$ cat config.mk
export PLATFORM = sky130hd
export DESIGN_NAME = lsu_sync_ctrl
export DESIGN_NICKNAME = d
export VERILOG_FILES = /design/src/lsu_pkg.sv /design/src/lsu_sync_if.sv /design/src/lsu_sync_core.sv /design/src/lsu_sync_ctrl.sv
export SDC_FILE = /design/constraint.sdc
export NUM_CORES = 1
export LEC_CHECK = 0
export ABC_AREA = 0
export BUFFER_PORTS_ARGS = -buffer_cell sky130_fd_sc_hd__buf_2
export CAP_MARGIN = 10
export CORE_AREA = 4 4 113 115
export CTS_CLUSTER_DIAMETER = 30
export DETAILED_ROUTE_END_ITERATION = 10
export DIE_AREA = 0 0 117 119
export GPL_TIMING_DRIVEN = 0
export PLACE_DENSITY_LB_ADDON = 0.05
export REMOVE_ABC_BUFFERS = 1
export SETUP_SLACK_MARGIN = 0.5
export SYNTH_ARGS = -nofsm -noshare
export SYNTH_HDL_FRONTEND = slang
export SYNTH_SLANG_ARGS = --single-unit
$ cat constraint.sdc
create_clock -name pclk -period 2.58 [get_ports pclk]
set_clock_uncertainty 0.05 [all_clocks]
set_input_delay 0.516 -clock pclk [delete_from_list [all_inputs] [get_ports pclk]]
set_output_delay 0.516 -clock pclk [all_outputs]
set_load 0.02 [all_outputs]
$ cat src/lsu_pkg.sv
// Shared constants and types of the LIN sync timer control block.
package lsu_pkg;

  // ==========================================================================
  // Register map (byte addresses on the APB bus).
  localparam int LSU_AW = 8;
  localparam logic [7:0] LSU_OFS_CTRL0 = 8'h00;
  localparam logic [7:0] LSU_OFS_CTRL1 = 8'h04;
  localparam logic [7:0] LSU_OFS_TIMER = 8'h08;
  localparam logic [7:0] LSU_OFS_CMP = 8'h0c;
  localparam logic [7:0] LSU_OFS_STAT = 8'h10;
  localparam logic [7:0] LSU_OFS_MASK = 8'h14;

  // ==========================================================================
  // Field positions.
  localparam int LSU_C0_EDGE_TYPE = 7;
  localparam int LSU_C0_BSD_MODE = 6;
  localparam int LSU_C0_CMP_IE = 5;
  localparam int LSU_C0_STOP_IE = 4;
  localparam int LSU_C1_CNT_LSB = 4;
  localparam int LSU_C1_CNT_MSB = 7;
  localparam int LSU_ST_CMP = 3;
  localparam int LSU_ST_STOP = 1;

  // ==========================================================================
  // Widths and reset values.
  localparam int LSU_CNT_W = 4;
  localparam int LSU_TMR_W = 16;
  localparam int LSU_ST_W = 4;
  localparam logic [3:0] LSU_RST_CTRL0 = 4'h0;
  localparam logic [LSU_CNT_W-1:0] LSU_RST_STOP_CNT = 4'h3;
  localparam logic [LSU_TMR_W-1:0] LSU_RST_CMP = 16'hffff;
  localparam logic [LSU_ST_W-1:0] LSU_ST_IMPL = 4'ha;

  // ==========================================================================
  // Sync timer states.
  typedef enum logic {LSU_IDLE, LSU_RUN} lsu_state_t;

endpackage

$ cat src/lsu_sync_if.sv
// Interface between the register file and the sync bit timer core.
`timescale 1ns/1ns
interface lsu_sync_if;
  import lsu_pkg::*;
  logic edge_type;
  logic bsd_mode;
  logic [LSU_CNT_W-1:0] stop_count;
  logic [LSU_TMR_W-1:0] compare;
  logic [LSU_TMR_W-1:0] timer;
  logic running;
  logic cmp_hit;
  logic stop_hit;

  modport ctrl (
    output edge_type, bsd_mode, stop_count, compare,
    input timer, running, cmp_hit, stop_hit
  );
  modport core (
    input edge_type, bsd_mode, stop_count, compare,
    output timer, running, cmp_hit, stop_hit
  );
endinterface

$ cat src/lsu_sync_core.sv
// Sync bit timer: edge counting on the bus pin, stop and compare events.
`timescale 1ns/1ns
module lsu_sync_core
  import lsu_pkg::*;
(
  // Clock and reset.
  input wire logic pclk,
  input wire logic presetn,
  // Bus receive pin.
  input wire logic lin_rx,
  // Register side.
  lsu_sync_if.core sif
);

  // ==========================================================================
  // Pin synchroniser and edge detection.
  logic rx_meta_r;
  logic rx_sync_r;
  logic rx_prev_r;
  lsu_state_t state_r;
  logic [LSU_CNT_W-1:0] fall_cnt_r;
  logic [LSU_CNT_W-1:0] rise_cnt_r;
  logic [LSU_TMR_W-1:0] timer_r;
  logic match_prev_r;

  wire fall = rx_prev_r & ~rx_sync_r;
  wire rise = ~rx_prev_r & rx_sync_r;
  wire run = (state_r == LSU_RUN);
  // The edge that opens the break is counted as falling edge number one.
  wire start = ~run & fall;
  wire live = run | start;
  wire [LSU_CNT_W-1:0] fall_nxt = start ? LSU_CNT_W'(1) : fall_cnt_r + LSU_CNT_W'(fall);
  wire [LSU_CNT_W-1:0] rise_nxt = start ? LSU_CNT_W'(0) : rise_cnt_r + LSU_CNT_W'(rise);
  // Bit-serial mode times single pulses, so the first rising edge ends the run.
  wire bsd_stop = run & rise;
  wire lin_stop = sif.edge_type ? (rise & (rise_nxt == sif.stop_count)) :
                                  (fall & (fall_nxt == sif.stop_count));
  wire stop_now = live & (sif.bsd_mode ? bsd_stop : lin_stop);
  wire match_now = run & (timer_r == sif.compare);
  wire at_max = &timer_r;
  wire [LSU_TMR_W-1:0] timer_nxt = start ? '0 : (at_max ? timer_r : timer_r + LSU_TMR_W'(1));

  assign sif.timer = timer_r;
  assign sif.running = run;
  assign sif.stop_hit = stop_now;
  assign sif.cmp_hit = match_now & ~match_prev_r;

  always_ff @(posedge pclk or negedge presetn) begin
    if (!presetn) begin
      rx_meta_r <= 1'b1;
      rx_sync_r <= 1'b1;
      rx_prev_r <= 1'b1;
      match_prev_r <= 1'b0;
    end else begin
      rx_meta_r <= lin_rx;
      rx_sync_r <= rx_meta_r;
      rx_prev_r <= rx_sync_r;
      match_prev_r <= match_now;
    end
  end

  // ==========================================================================
  // Run control; the timer holds its stop value until the next start.
  always_ff @(posedge pclk or negedge presetn) begin
    if (!presetn) begin
      state_r <= LSU_IDLE;
      fall_cnt_r <= '0;
      rise_cnt_r <= '0;
      timer_r <= '0;
    end else begin
      case (state_r)
        LSU_IDLE: begin
          if (start) begin
            state_r <= stop_now ? LSU_IDLE : LSU_RUN;
            fall_cnt_r <= fall_nxt;
            rise_cnt_r <= rise_nxt;
            timer_r <= timer_nxt;
          end
        end
        LSU_RUN: begin
          fall_cnt_r <= fall_nxt;
          rise_cnt_r <= rise_nxt;
          timer_r <= timer_nxt;
          if (stop_now) begin
            state_r <= LSU_IDLE;
          end
        end
        default: begin
          state_r <= LSU_IDLE;
        end
      endcase
    end
  end

endmodule // lsu_sync_core

$ cat src/lsu_sync_ctrl.sv
// APB register file, interrupt logic and sync timer of the LIN sync unit.
// ============================================================================
// Overview of operation
// Stop edge type one: timer halts at programmed count of rising edges.
// Stop edge type zero: timer halts at programmed count of falling edges.
// Mode bit one selects bit-serial-device bus operation.
// Mode bit zero selects LIN operation.
// Compare enable set: timer equal to compare value raises the interrupt.
// Each compare match interrupt sets status bit three.
// Compare enable clear: no compare match interrupts.
// Software times bit-serial transmit pulse widths with compare interrupts.
// Stop interrupt enable set: a detected stop condition raises an interrupt.
// Stop interrupt enable clear: stop conditions raise no interrupt.
// Stop edge count resets to three; break start is falling edge one.
// Software switches bit-serial direction only with the bus pin released.
// All enabled sync events combine into one level interrupt request.
`timescale 1ns/1ns
module lsu_sync_ctrl
  import lsu_pkg::*;
(
  // APB clock and reset.
  input wire logic pclk,
  input wire logic presetn,
  // APB slave.
  input wire logic psel,
  input wire logic penable,
  input wire logic pwrite,
  input wire logic [LSU_AW-1:0] paddr,
  input wire logic [31:0] pwdata,
  output logic [31:0] prdata,
  output logic pready,
  output logic pslverr,
  // Single-wire bus receive pin.
  input wire logic lin_rx,
  // Interrupt request, level, active high.
  output logic irq
);

  // ==========================================================================
  // Register storage.
  logic [3:0] ctrl0_r;
  logic [LSU_CNT_W-1:0] stop_cnt_r;
  logic [LSU_TMR_W-1:0] cmp_r;
  logic [LSU_ST_W-1:0] stat_r;
  logic [LSU_ST_W-1:0] stat_nxt;
  logic [LSU_ST_W-1:0] mask_r;
  logic [31:0] prdata_r;
  logic [31:0] rdata_mux;

  lsu_sync_if sif ();

  // ==========================================================================
  // APB decode.
  wire setup = psel & ~penable;
  wire access = psel & penable;
  wire hit_ctrl0 = (paddr == LSU_OFS_CTRL0);
  wire hit_ctrl1 = (paddr == LSU_OFS_CTRL1);
  wire hit_timer = (paddr == LSU_OFS_TIMER);
  wire hit_cmp = (paddr == LSU_OFS_CMP);
  wire hit_stat = (paddr == LSU_OFS_STAT);
  wire hit_mask = (paddr == LSU_OFS_MASK);
  wire hit_any = hit_ctrl0 | hit_ctrl1 | hit_timer | hit_cmp | hit_stat | hit_mask;
  // The timer is read only, so a write to it is refused like an unmapped one.
  wire wr_ok = access & pwrite & hit_any & ~hit_timer;
  wire wr_ctrl0 = wr_ok & hit_ctrl0;
  wire wr_ctrl1 = wr_ok & hit_ctrl1;
  wire wr_cmp = wr_ok & hit_cmp;
  wire wr_stat = wr_ok & hit_stat;
  wire wr_mask = wr_ok & hit_mask;

  // Zero wait states: every access completes in its first access cycle.
  assign pready = access;
  assign pslverr = access & (~hit_any | (pwrite & hit_timer));
  assign prdata = prdata_r;

  // ==========================================================================
  // Control fields of control register 0; only edge type and mode reach the timer core.
  wire edge_type = ctrl0_r[LSU_C0_EDGE_TYPE - LSU_C0_STOP_IE];
  wire bsd_mode = ctrl0_r[LSU_C0_BSD_MODE - LSU_C0_STOP_IE];
  wire cmp_ie = ctrl0_r[LSU_C0_CMP_IE - LSU_C0_STOP_IE];
  wire stop_ie = ctrl0_r[LSU_C0_STOP_IE - LSU_C0_STOP_IE];

  assign sif.edge_type = edge_type;
  assign sif.bsd_mode = bsd_mode;
  assign sif.stop_count = stop_cnt_r;
  assign sif.compare = cmp_r;

  // ==========================================================================
  // Read data, captured in the setup cycle and held through the access.
  assign rdata_mux =
    hit_ctrl0 ? {24'h00_0000, ctrl0_r, 4'h0} :
    hit_ctrl1 ? {24'h00_0000, stop_cnt_r, 4'h0} :
    hit_timer ? {16'h0000, sif.timer} :
    hit_cmp ? {16'h0000, cmp_r} :
    hit_stat ? {28'h000_0000, stat_r} :
    hit_mask ? {28'h000_0000, mask_r} :
    32'h0000_0000;

  always_ff @(posedge pclk or negedge presetn) begin
    if (!presetn) begin
      prdata_r <= 32'h0000_0000;
    end else if (setup & ~pwrite) begin
      prdata_r <= rdata_mux;
    end
  end

  // ==========================================================================
  // Control and compare registers.
  always_ff @(posedge pclk or negedge presetn) begin
    if (!presetn) begin
      ctrl0_r <= LSU_RST_CTRL0;
      stop_cnt_r <= LSU_RST_STOP_CNT;
      cmp_r <= LSU_RST_CMP;
    end else begin
      if (wr_ctrl0) begin
        ctrl0_r <= pwdata[LSU_C0_EDGE_TYPE:LSU_C0_STOP_IE];
      end
      if (wr_ctrl1) begin
        stop_cnt_r <= pwdata[LSU_C1_CNT_MSB:LSU_C1_CNT_LSB];
      end
      if (wr_cmp) begin
        cmp_r <= pwdata[LSU_TMR_W-1:0];
      end
    end
  end

  // ==========================================================================
  // Sticky status: a one written clears a bit, and an event in the same cycle
  // wins, so no event is lost to a clear racing it.
  wire cmp_evt = sif.cmp_hit & cmp_ie;
  wire stop_evt = sif.stop_hit & stop_ie;
  logic [LSU_ST_W-1:0] evt_vec;
  logic [LSU_ST_W-1:0] clr_vec;

  always_comb begin
    evt_vec = '0;
    evt_vec[LSU_ST_CMP] = cmp_evt;
    evt_vec[LSU_ST_STOP] = stop_evt;
    clr_vec = wr_stat ? pwdata[LSU_ST_W-1:0] : '0;
    stat_nxt = ((stat_r & ~clr_vec) | evt_vec) & LSU_ST_IMPL;
  end

  always_ff @(posedge pclk or negedge presetn) begin
    if (!presetn) begin
      stat_r <= '0;
      mask_r <= '0;
    end else begin
      stat_r <= stat_nxt;
      if (wr_mask) begin
        mask_r <= pwdata[LSU_ST_W-1:0] & LSU_ST_IMPL;
      end
    end
  end

  // One level request for every enabled and unmasked event.
  assign irq = |(stat_r & mask_r);

  // ==========================================================================
  // Sync bit timer core. Its compare pulses let software time transmitted
  // bit-serial pulses; direction changes while the pin is driven low can fake
  // a stop, which software must avoid.
  lsu_sync_core u_core (
    .pclk(pclk),
    .presetn(presetn),
    .lin_rx(lin_rx),
    .sif(sif)
  );

  // ==========================================================================
  // Checks.
  a_cnt_reset_three: assert property (@(posedge pclk) disable iff (!presetn)
    $rose(presetn) |-> (stop_cnt_r == LSU_RST_STOP_CNT))
    else $error("Stop edge count did not come out of reset as three.");

  a_rise_stop_count: assert property (@(posedge pclk) disable iff (!presetn)
    (sif.stop_hit && !bsd_mode && edge_type) |->
      (u_core.rise && u_core.rise_nxt == stop_cnt_r) ##1 !sif.running)
    else $error("Rising edge stop did not halt the timer at the programmed count.");

  a_fall_stop_count: assert property (@(posedge pclk) disable iff (!presetn)
    (sif.stop_hit && !bsd_mode && !edge_type) |->
      (u_core.fall && u_core.fall_nxt == stop_cnt_r) ##1 !sif.running ##1 $stable(sif.timer))
    else $error("Falling edge stop did not halt the timer at the programmed count.");

  a_bsd_rise_stop: assert property (@(posedge pclk) disable iff (!presetn)
    (bsd_mode && sif.running && u_core.rise) |-> sif.stop_hit ##1 !sif.running)
    else $error("Bit-serial mode did not end the run on the first rising edge.");

  a_lin_no_early: assert property (@(posedge pclk) disable iff (!presetn)
    (!bsd_mode && sif.running && u_core.rise && !edge_type) |-> !sif.stop_hit)
    else $error("LIN mode with falling stop type stopped on a rising edge.");

  a_cmp_flag_set: assert property (@(posedge pclk) disable iff (!presetn)
    (sif.cmp_hit && cmp_ie) |=> stat_r[LSU_ST_CMP] ##0 (irq == mask_r[LSU_ST_CMP] || irq))
    else $error("Compare match did not set its status flag.");

  a_cmp_gated: assert property (@(posedge pclk) disable iff (!presetn)
    $rose(stat_r[LSU_ST_CMP]) |-> $past(cmp_ie) && $past(sif.timer) == $past(cmp_r))
    else $error("Compare flag rose without an enabled match.");

  a_stop_flag_set: assert property (@(posedge pclk) disable iff (!presetn)
    (sif.stop_hit && stop_ie) |=> stat_r[LSU_ST_STOP])
    else $error("Enabled stop condition did not set its status flag.");

  a_stop_gated: assert property (@(posedge pclk) disable iff (!presetn)
    $rose(stat_r[LSU_ST_STOP]) |-> $past(stop_ie) && $past(sif.stop_hit))
    else $error("Stop flag rose while stop interrupts were disabled.");

  a_irq_level: assert property (@(posedge pclk) disable iff (!presetn)
    (stat_r[LSU_ST_CMP] && mask_r[LSU_ST_CMP]) || (stat_r[LSU_ST_STOP] && mask_r[LSU_ST_STOP])
      |-> irq)
    else $error("Unmasked status bit set but interrupt output low.");

  a_apb_ready: assert property (@(posedge pclk) disable iff (!presetn)
    (psel && !penable) |=> (penable && psel) |-> pready)
    else $error("Access phase did not complete with ready.");

endmodule // lsu_sync_ctrl

==> impl_metrics.json, run 1 <==
{
  "grt_max_degree": 45,
  "synth_area_per_cell_um2": 10.6,
  "chipWidth_um": 117,
  "cts_buffers": 9,
  "layout_commonest_cell": "dfrtp_1",
  "hold_viol": 0,
  "reg2reg_to": "stat_r[1]",
  "worstMarginPinSlew_ns": 0.729,
  "p_total_mw": 3.49,
  "status": "finished, final reports clean",
  "cp.arrival_ns": 2.27,
  "gp_congestion": 0.780,
  "stdcell_count": 589,
  "rows": 40,
  "ys_warn_count": 0,
  "fmax_ghz": 0.478,
  "core_um2": 11800,
  "grt_pass1_vias": 2986,
  "cts_root_buf": "clkbuf_16",
  "die_area_um2": 13900,
  "placed_cell_area_um2": 4380,
  "timing.reg2reg.setup_slack_ns": 0.49,
  "drt-initial-drc-count": 115,
  "firstDrtPassIters": 4,
  "ys_seq_area_share_pct": 45.5,
  "endpoint_kind": "flip-flop",
  "synth_edf_count": 0,
  "syn_area_um2": 4070,
  "vias": 2973,
  "crit_end": "stat_r[1]",
  "period_share_pct": 81.1,
  "clk_pin_slew_ns": 0.06,
  "reg2reg_depth": 9,
  "syn_inst": 385,
  "avgViaCountPerCell": 5.05,
  "clk_path_buf_depth": 2,
  "clk_latency_ns": 0.34,
  "h-tree-depth": 3,
  "relSlewSlack_pct": 51.3,
  "layout-drive-gt1-share_pct": 35.5,
  "critPathLaunchType": "flip-flop",
  "hold_class": "in2async",
  "placedCellCount": 563,
  "dp_slack_ns": -0.340,
  "worstPathMaxFanout": 4,
  "synth_top_area_cell": "dfrtp_1",
  "ir_worst_vdd_v": 0.000355,
  "synth_cell_type_count": 54,
  "register_area_um2": 1860,
  "synth-seq-cells": 73,
  "io_buffers": 48,
  "worstPathRequired_ns": 2.75,
  "ctsHoldBuffers": 0,
  "grt_usage_pct": 15.3,
  "antenna_found_initial": 0,
  "ys_async_sr_fraction_pct": 100,
  "synthToLayoutAreaGrowth_pct": 21.5,
  "synth_top_area_share_pct": 32.0,
  "critPathKind": "reg2reg",
  "grt_pass1_wl_um": 16200,
  "cts_num_sinks": 73,
  "initial_core_util_pct": 34.5,
  "synthTopCellsByArea": "dfrtp_1 32%, dfstp_2 14%, xnor2_1 6.2%",
  "reg2reg_from": "u_core.rx_sync_r",
  "routed_wl_um": 10100,
  "post-route-drc-count": 0,
  "wl_per_cell_um": 17.2,
  "p_leak_nw": 2.21,
  "grt-ovfl-total": 0,
  "cts_tree": "built",
  "drv_cap": 0,
  "final_area_um2": 4950,
  "most-common-layout-cells": "48 x dfrtp_1, 46 x buf_2, 43 x nand2_1",
  "slew_viol_final": 0,
  "num-fill-cells": 1156,
  "multi_input_area_um2": 2200,
  "power_density_nw_per_um2": 705,
  "ant_nets": 0,
  "fin_nets": 488,
  "antenna_cells": 0,
  "min_period_ns": 2.09,
  "rsz0062_at_grt": "true",
  "synthFlopType": "dfrtp_1",
  "cp-startpoint": "u_core.rx_sync_r",
  "setup_viol": 0,
  "io_pins": 81,
  "die_y_um": 119,
  "setup_slack_ns": 0.487,
  "place_hpwl_um": 7060
}
## where the power goes
group          internal (mW)  leakage, nW  switching [mW]
combinational          0.375         1.15           0.384
sequential              1.27        0.915           0.214
clock                  0.748        0.139           0.498
total                   2.39         2.21            1.10
## routing by layer
layer,wire (um),up-vias,global-route usage [%]
li1,-,1433,-
met1,4820,1453,20.7
met2,4640,71,23.0
met3,442,16,3.51
met4,207,0,6.95
met5,0,-,0
## critical path, stage by stage, from the launching register on
cell and delay, ns:
dfstp_2 0.56, buf_12 0.11, nand2b_4 0.06, inv_2 0.06, ha_4 0.16, nand3_4 0.08, xor2_2 0.16, or3_1 0.31
a41o_1 0.25, a21o_1 0.17
## cell type report
type                            count  share of cell area, %
Clock inverter                      5                   1.14
Sequential cell                    73                   37.6
Clock buffer                       11                   4.71
Tap cell                          147                   3.72
Timing Repair Buffer               60                   7.59
Inverter                            9                  0.734
Multi-Input combinational cell    284                   44.5
## how the worst min path moves through the flow
| stage | from | end | slack, ns | cells after the start |
|---|---|---|---|---|
| global placement | u_core.rx_meta_r | u_core.rx_sync_r | 0.30 | 0 |
| floorplan | presetn | ctrl0_r[0] | 0.17 | 0 |
| detailed placement | u_core.rx_meta_r | u_core.rx_sync_r | 0.30 | 0 |
| global route | presetn | prdata[3] | 0.08 | 1 |
| CTS | presetn | prdata[3] | 0.07 | 1 |
| finish | presetn | prdata[3] | 0.06 | 1 |
## logic make-up after synthesis
logic type,synth area share (%)
AND/OR/NAND/NOR,15.2
flip-flops,45.5
AO/OA/AOI/OAI,8.39
multiplexers,15.3
buffers and inverters,6.30
XOR/XNOR,7.74
adder cells (fa/ha/maj),1.54
other,0.0921
## metrics by stage
step	util [%]	hold slack [ns]	TNS, ns
3_5_place_dp	37.0	0.298	-4.91
6_report	41.9	0.0591	0
3_3_place_gp	36.7	0.297	-11.65
4_1_cts	41.2	0.0657	0
2_1_floorplan	-	0.170	0
5_1_grt	41.9	0.0844	0
## flip-flops by register name, indices dropped and copies added, names as in the netlist, 2 cells and up
register           count
cmp_r                 16
prdata                16
u_core.sif.timer      16
ctrl0_r                4
sif.stop_count         4
u_core.fall_cnt_r      4
u_core.rise_cnt_r      4
mask_r                 2
stat_r                 2
## synthesized netlist by cell type, types with 8 or more instances
master,count
clkbuf_1,13
dfrtp_1,52
xnor2_1,29
nand4_1,8
nand2_1,43
buf_4,16
mux2i_1,19
inv_1,9
o21ai_0,24
nor2_1,25
mux2_4,10
mux2_2,17
a21oi_1,8
dfstp_2,21
nand3_1,9
## what timing repair did
| item | in CTS | in global routing |
|---|---|---|
| pin swaps | 9 | 4 |
| resized for setup | 32 | 11 |
| endpoints found under the setup margin | 32 | 17 |
| buffers inserted | 6 | 4 |
| cloned | 0 | 0 |
Note: power is estimated with default switching activity, not from simulation.
==> inputs of run 2 (changes only) <==
==> constraint.sdc (replaced) <==
create_clock -name pclk -period 1.8 [get_ports pclk]
set_clock_uncertainty 0.05 [all_clocks]
set_input_delay 0.36 -clock pclk [delete_from_list [all_inputs] [get_ports pclk]]
set_output_delay 0.36 -clock pclk [all_outputs]
set_load 0.02 [all_outputs]
==> impl_metrics.json, run 2 (same netlist as run 1, synthesis figures left out) <==
{
  "status": "finished with violations",
  "violations": "setup timing",
  "cp.arrival_ns": 2.26,
  "rows": 40,
  "ant_nets": 0,
  "setup_slack_ns": -0.280,
  "cts_tree": "built",
  "wl_per_cell_um": 18.3,
  "setup_viol": 12,
  "core_um2": 11800,
  "reg2reg_from": "u_core.rx_sync_r",
  "clkPwrFrac_pct": 32.5,
  "layout_commonest_cell": "buf_6",
  "worstPathRequired_ns": 1.98,
  "vias": 3414,
  "io_buffers": 48,
  "stdcell_count": 673,
  "critPathLaunchType": "flip-flop",
  "antenna_cells": 0,
  "routed_wl_um": 12300,
  "io_pins": 81,
  "gp_congestion": 0.780,
  "h-tree-depth": 3,
  "p_sw_share_pct": 32.9,
  "grt-ovfl-total": 0,
  "layout-drive-gt1-share_pct": 57.4,
  "worstPathMaxFanout": 3,
  "cts_buffers": 9,
  "grt_pass1_wl_um": 19200,
  "critPathKind": "reg2reg",
  "die_area_um2": 13900,
  "period_share_pct": 116,
  "p_leak_nw": 2.77,
  "endpoint_kind": "flip-flop",
  "ir_worst_vdd_v": 0.000496,
  "slew_viol_final": 0,
  "fmax_ghz": 0.481,
  "p_seq_share_pct": 37.6,
  "placedCellCount": 563,
  "power_density_nw_per_um2": 883,
  "drv_cap": 0,
  "hold_class": "in2reg",
  "initial_core_util_pct": 34.5,
  "cts_root_buf": "clkbuf_16",
  "clk_latency_ns": 0.35,
  "grt_max_degree": 45,
  "timing.hold.ws_ns": 0.0634,
  "chipWidth_um": 117,
  "cp-startpoint": "u_core.rx_sync_r",
  "clk_path_buf_depth": 2,
  "grt_usage_pct": 18.2,
  "hold_viol": 0,
  "antenna_found_initial": 0,
  "place_hpwl_um": 7060,
  "grt_pass1_vias": 3476,
  "combPwrFrac_pct": 29.8,
  "most-common-layout-cells": "58 x buf_6, 53 x buf_4, 36 x dfrtp_1",
  "min_period_ns": 2.08,
  "p_int_mw": 3.74,
  "post-route-drc-count": 0,
  "worstHoldStart": "lin_rx",
  "drt-initial-drc-count": 127,
  "synthToLayoutAreaGrowth_pct": 54.9,
  "clk_pin_slew_ns": 0.06,
  "firstDrtPassIters": 4,
  "timing.reg2reg.setup_slack_ns": -0.28,
  "fin_nets": 572,
  "p_sw_mw": 1.83,
  "die_y_um": 119,
  "avgViaCountPerCell": 5.07,
  "cts_num_sinks": 73,
  "rsz0062_at_grt": "true"
}
-- run 2: cell count changes in the layout (fill, tap and decap cells not counted), moves of 6 or more --
| cell | change |
|---|---|
| o21ai_0 | -21 |
| xnor2_1 | -9 |
| o21ai_1 | +17 |
| nand2_2 | +6 |
| buf_4 | +43 |
| mux2_4 | +10 |
| dfrtp_2 | +12 |
| nand2_1 | -9 |
| mux2_2 | -10 |
| dfrtp_1 | -12 |
| buf_2 | -19 |
| buf_6 | +56 |
| xnor2_2 | +10 |
-- run 2: critical path, cell delays in order, from the launching register on --
cell and delay (ns):
dfstp_2 0.56, buf_12 0.11, nand2b_4 0.05, inv_2 0.06, ha_4 0.17, nand3_4 0.08, xor2_2 0.16, or3_1 0.31
a41o_1 0.25, a21o_1 0.18
-- run 2: path summary, 6_finish.rpt --
path	end	cells after the start
worst max-delay path	stat_r[1]	9
worst min-delay path	u_core.rx_meta_r	1
worst max register to register	stat_r[1]	9
worst min register to register	u_core.rx_sync_r	0
max in group asynchronous	u_core.rx_sync_r	3
min in group asynchronous	prdata[3]	2
-- run 2: routing by layer --
| metal | vias up | global-route usage, % | wire (um) |
|---|---|---|---|
| met1 | 1693 | 23.6 | 5500 |
| met4 | 0 | 7.53 | 296 |
| met2 | 82 | 29.2 | 6060 |
| met5 | - | 0 | 0 |
| li1 | 1619 | - | - |
| met3 | 20 | 3.61 | 443 |
-- run 2: cell type report --
type	count	area (um^2)
repair buffers	143	1280
inverters	9	36.3
flip-flops and latches	73	1880
clock inverters	5	56.3
clock buffers	11	233
fillers	1023	5500
well taps	147	184
multi-input cells	285	2640
-- run 2: metrics by stage --
step / setup TNS [ns] / utilization (%) / power (mW) / cell area [um^2] / worst slack (ns)
after floorplan: -10.38 / - / 2.68 / 3910 / -0.760
after global placement: -53.98 / 36.7 / 2.99 / 4330 / -1.94
after detailed placement: -30.39 / 37.0 / 3.03 / 4380 / -1.12
after CTS: -1.03 / 50.0 / 5.45 / 5910 / -0.256
after global routing: -1.76 / 53.4 / 5.84 / 6310 / -0.362
final: -0.888 / 53.4 / 5.57 / 6310 / -0.280
-- run 2: what timing repair did --
action	4_1_cts	5_1_grt
hold endpoints to repair	18	0
pin swaps	49	36
cloned	1	0
setup endpoints to repair	85	88
gates resized for setup	193	44
hold buffers	1	0
setup buffers	62	30
-- run 2: power by group through the flow --
stage	sequential, mW	combinational, mW	clock, mW
after global placement	2.11	0.875	0
final	2.09	1.66	1.81
after CTS	2.06	1.54	1.85
after floorplan	2.02	0.660	0
after detailed placement	2.12	0.910	0
after global routing	2.12	1.81	1.91
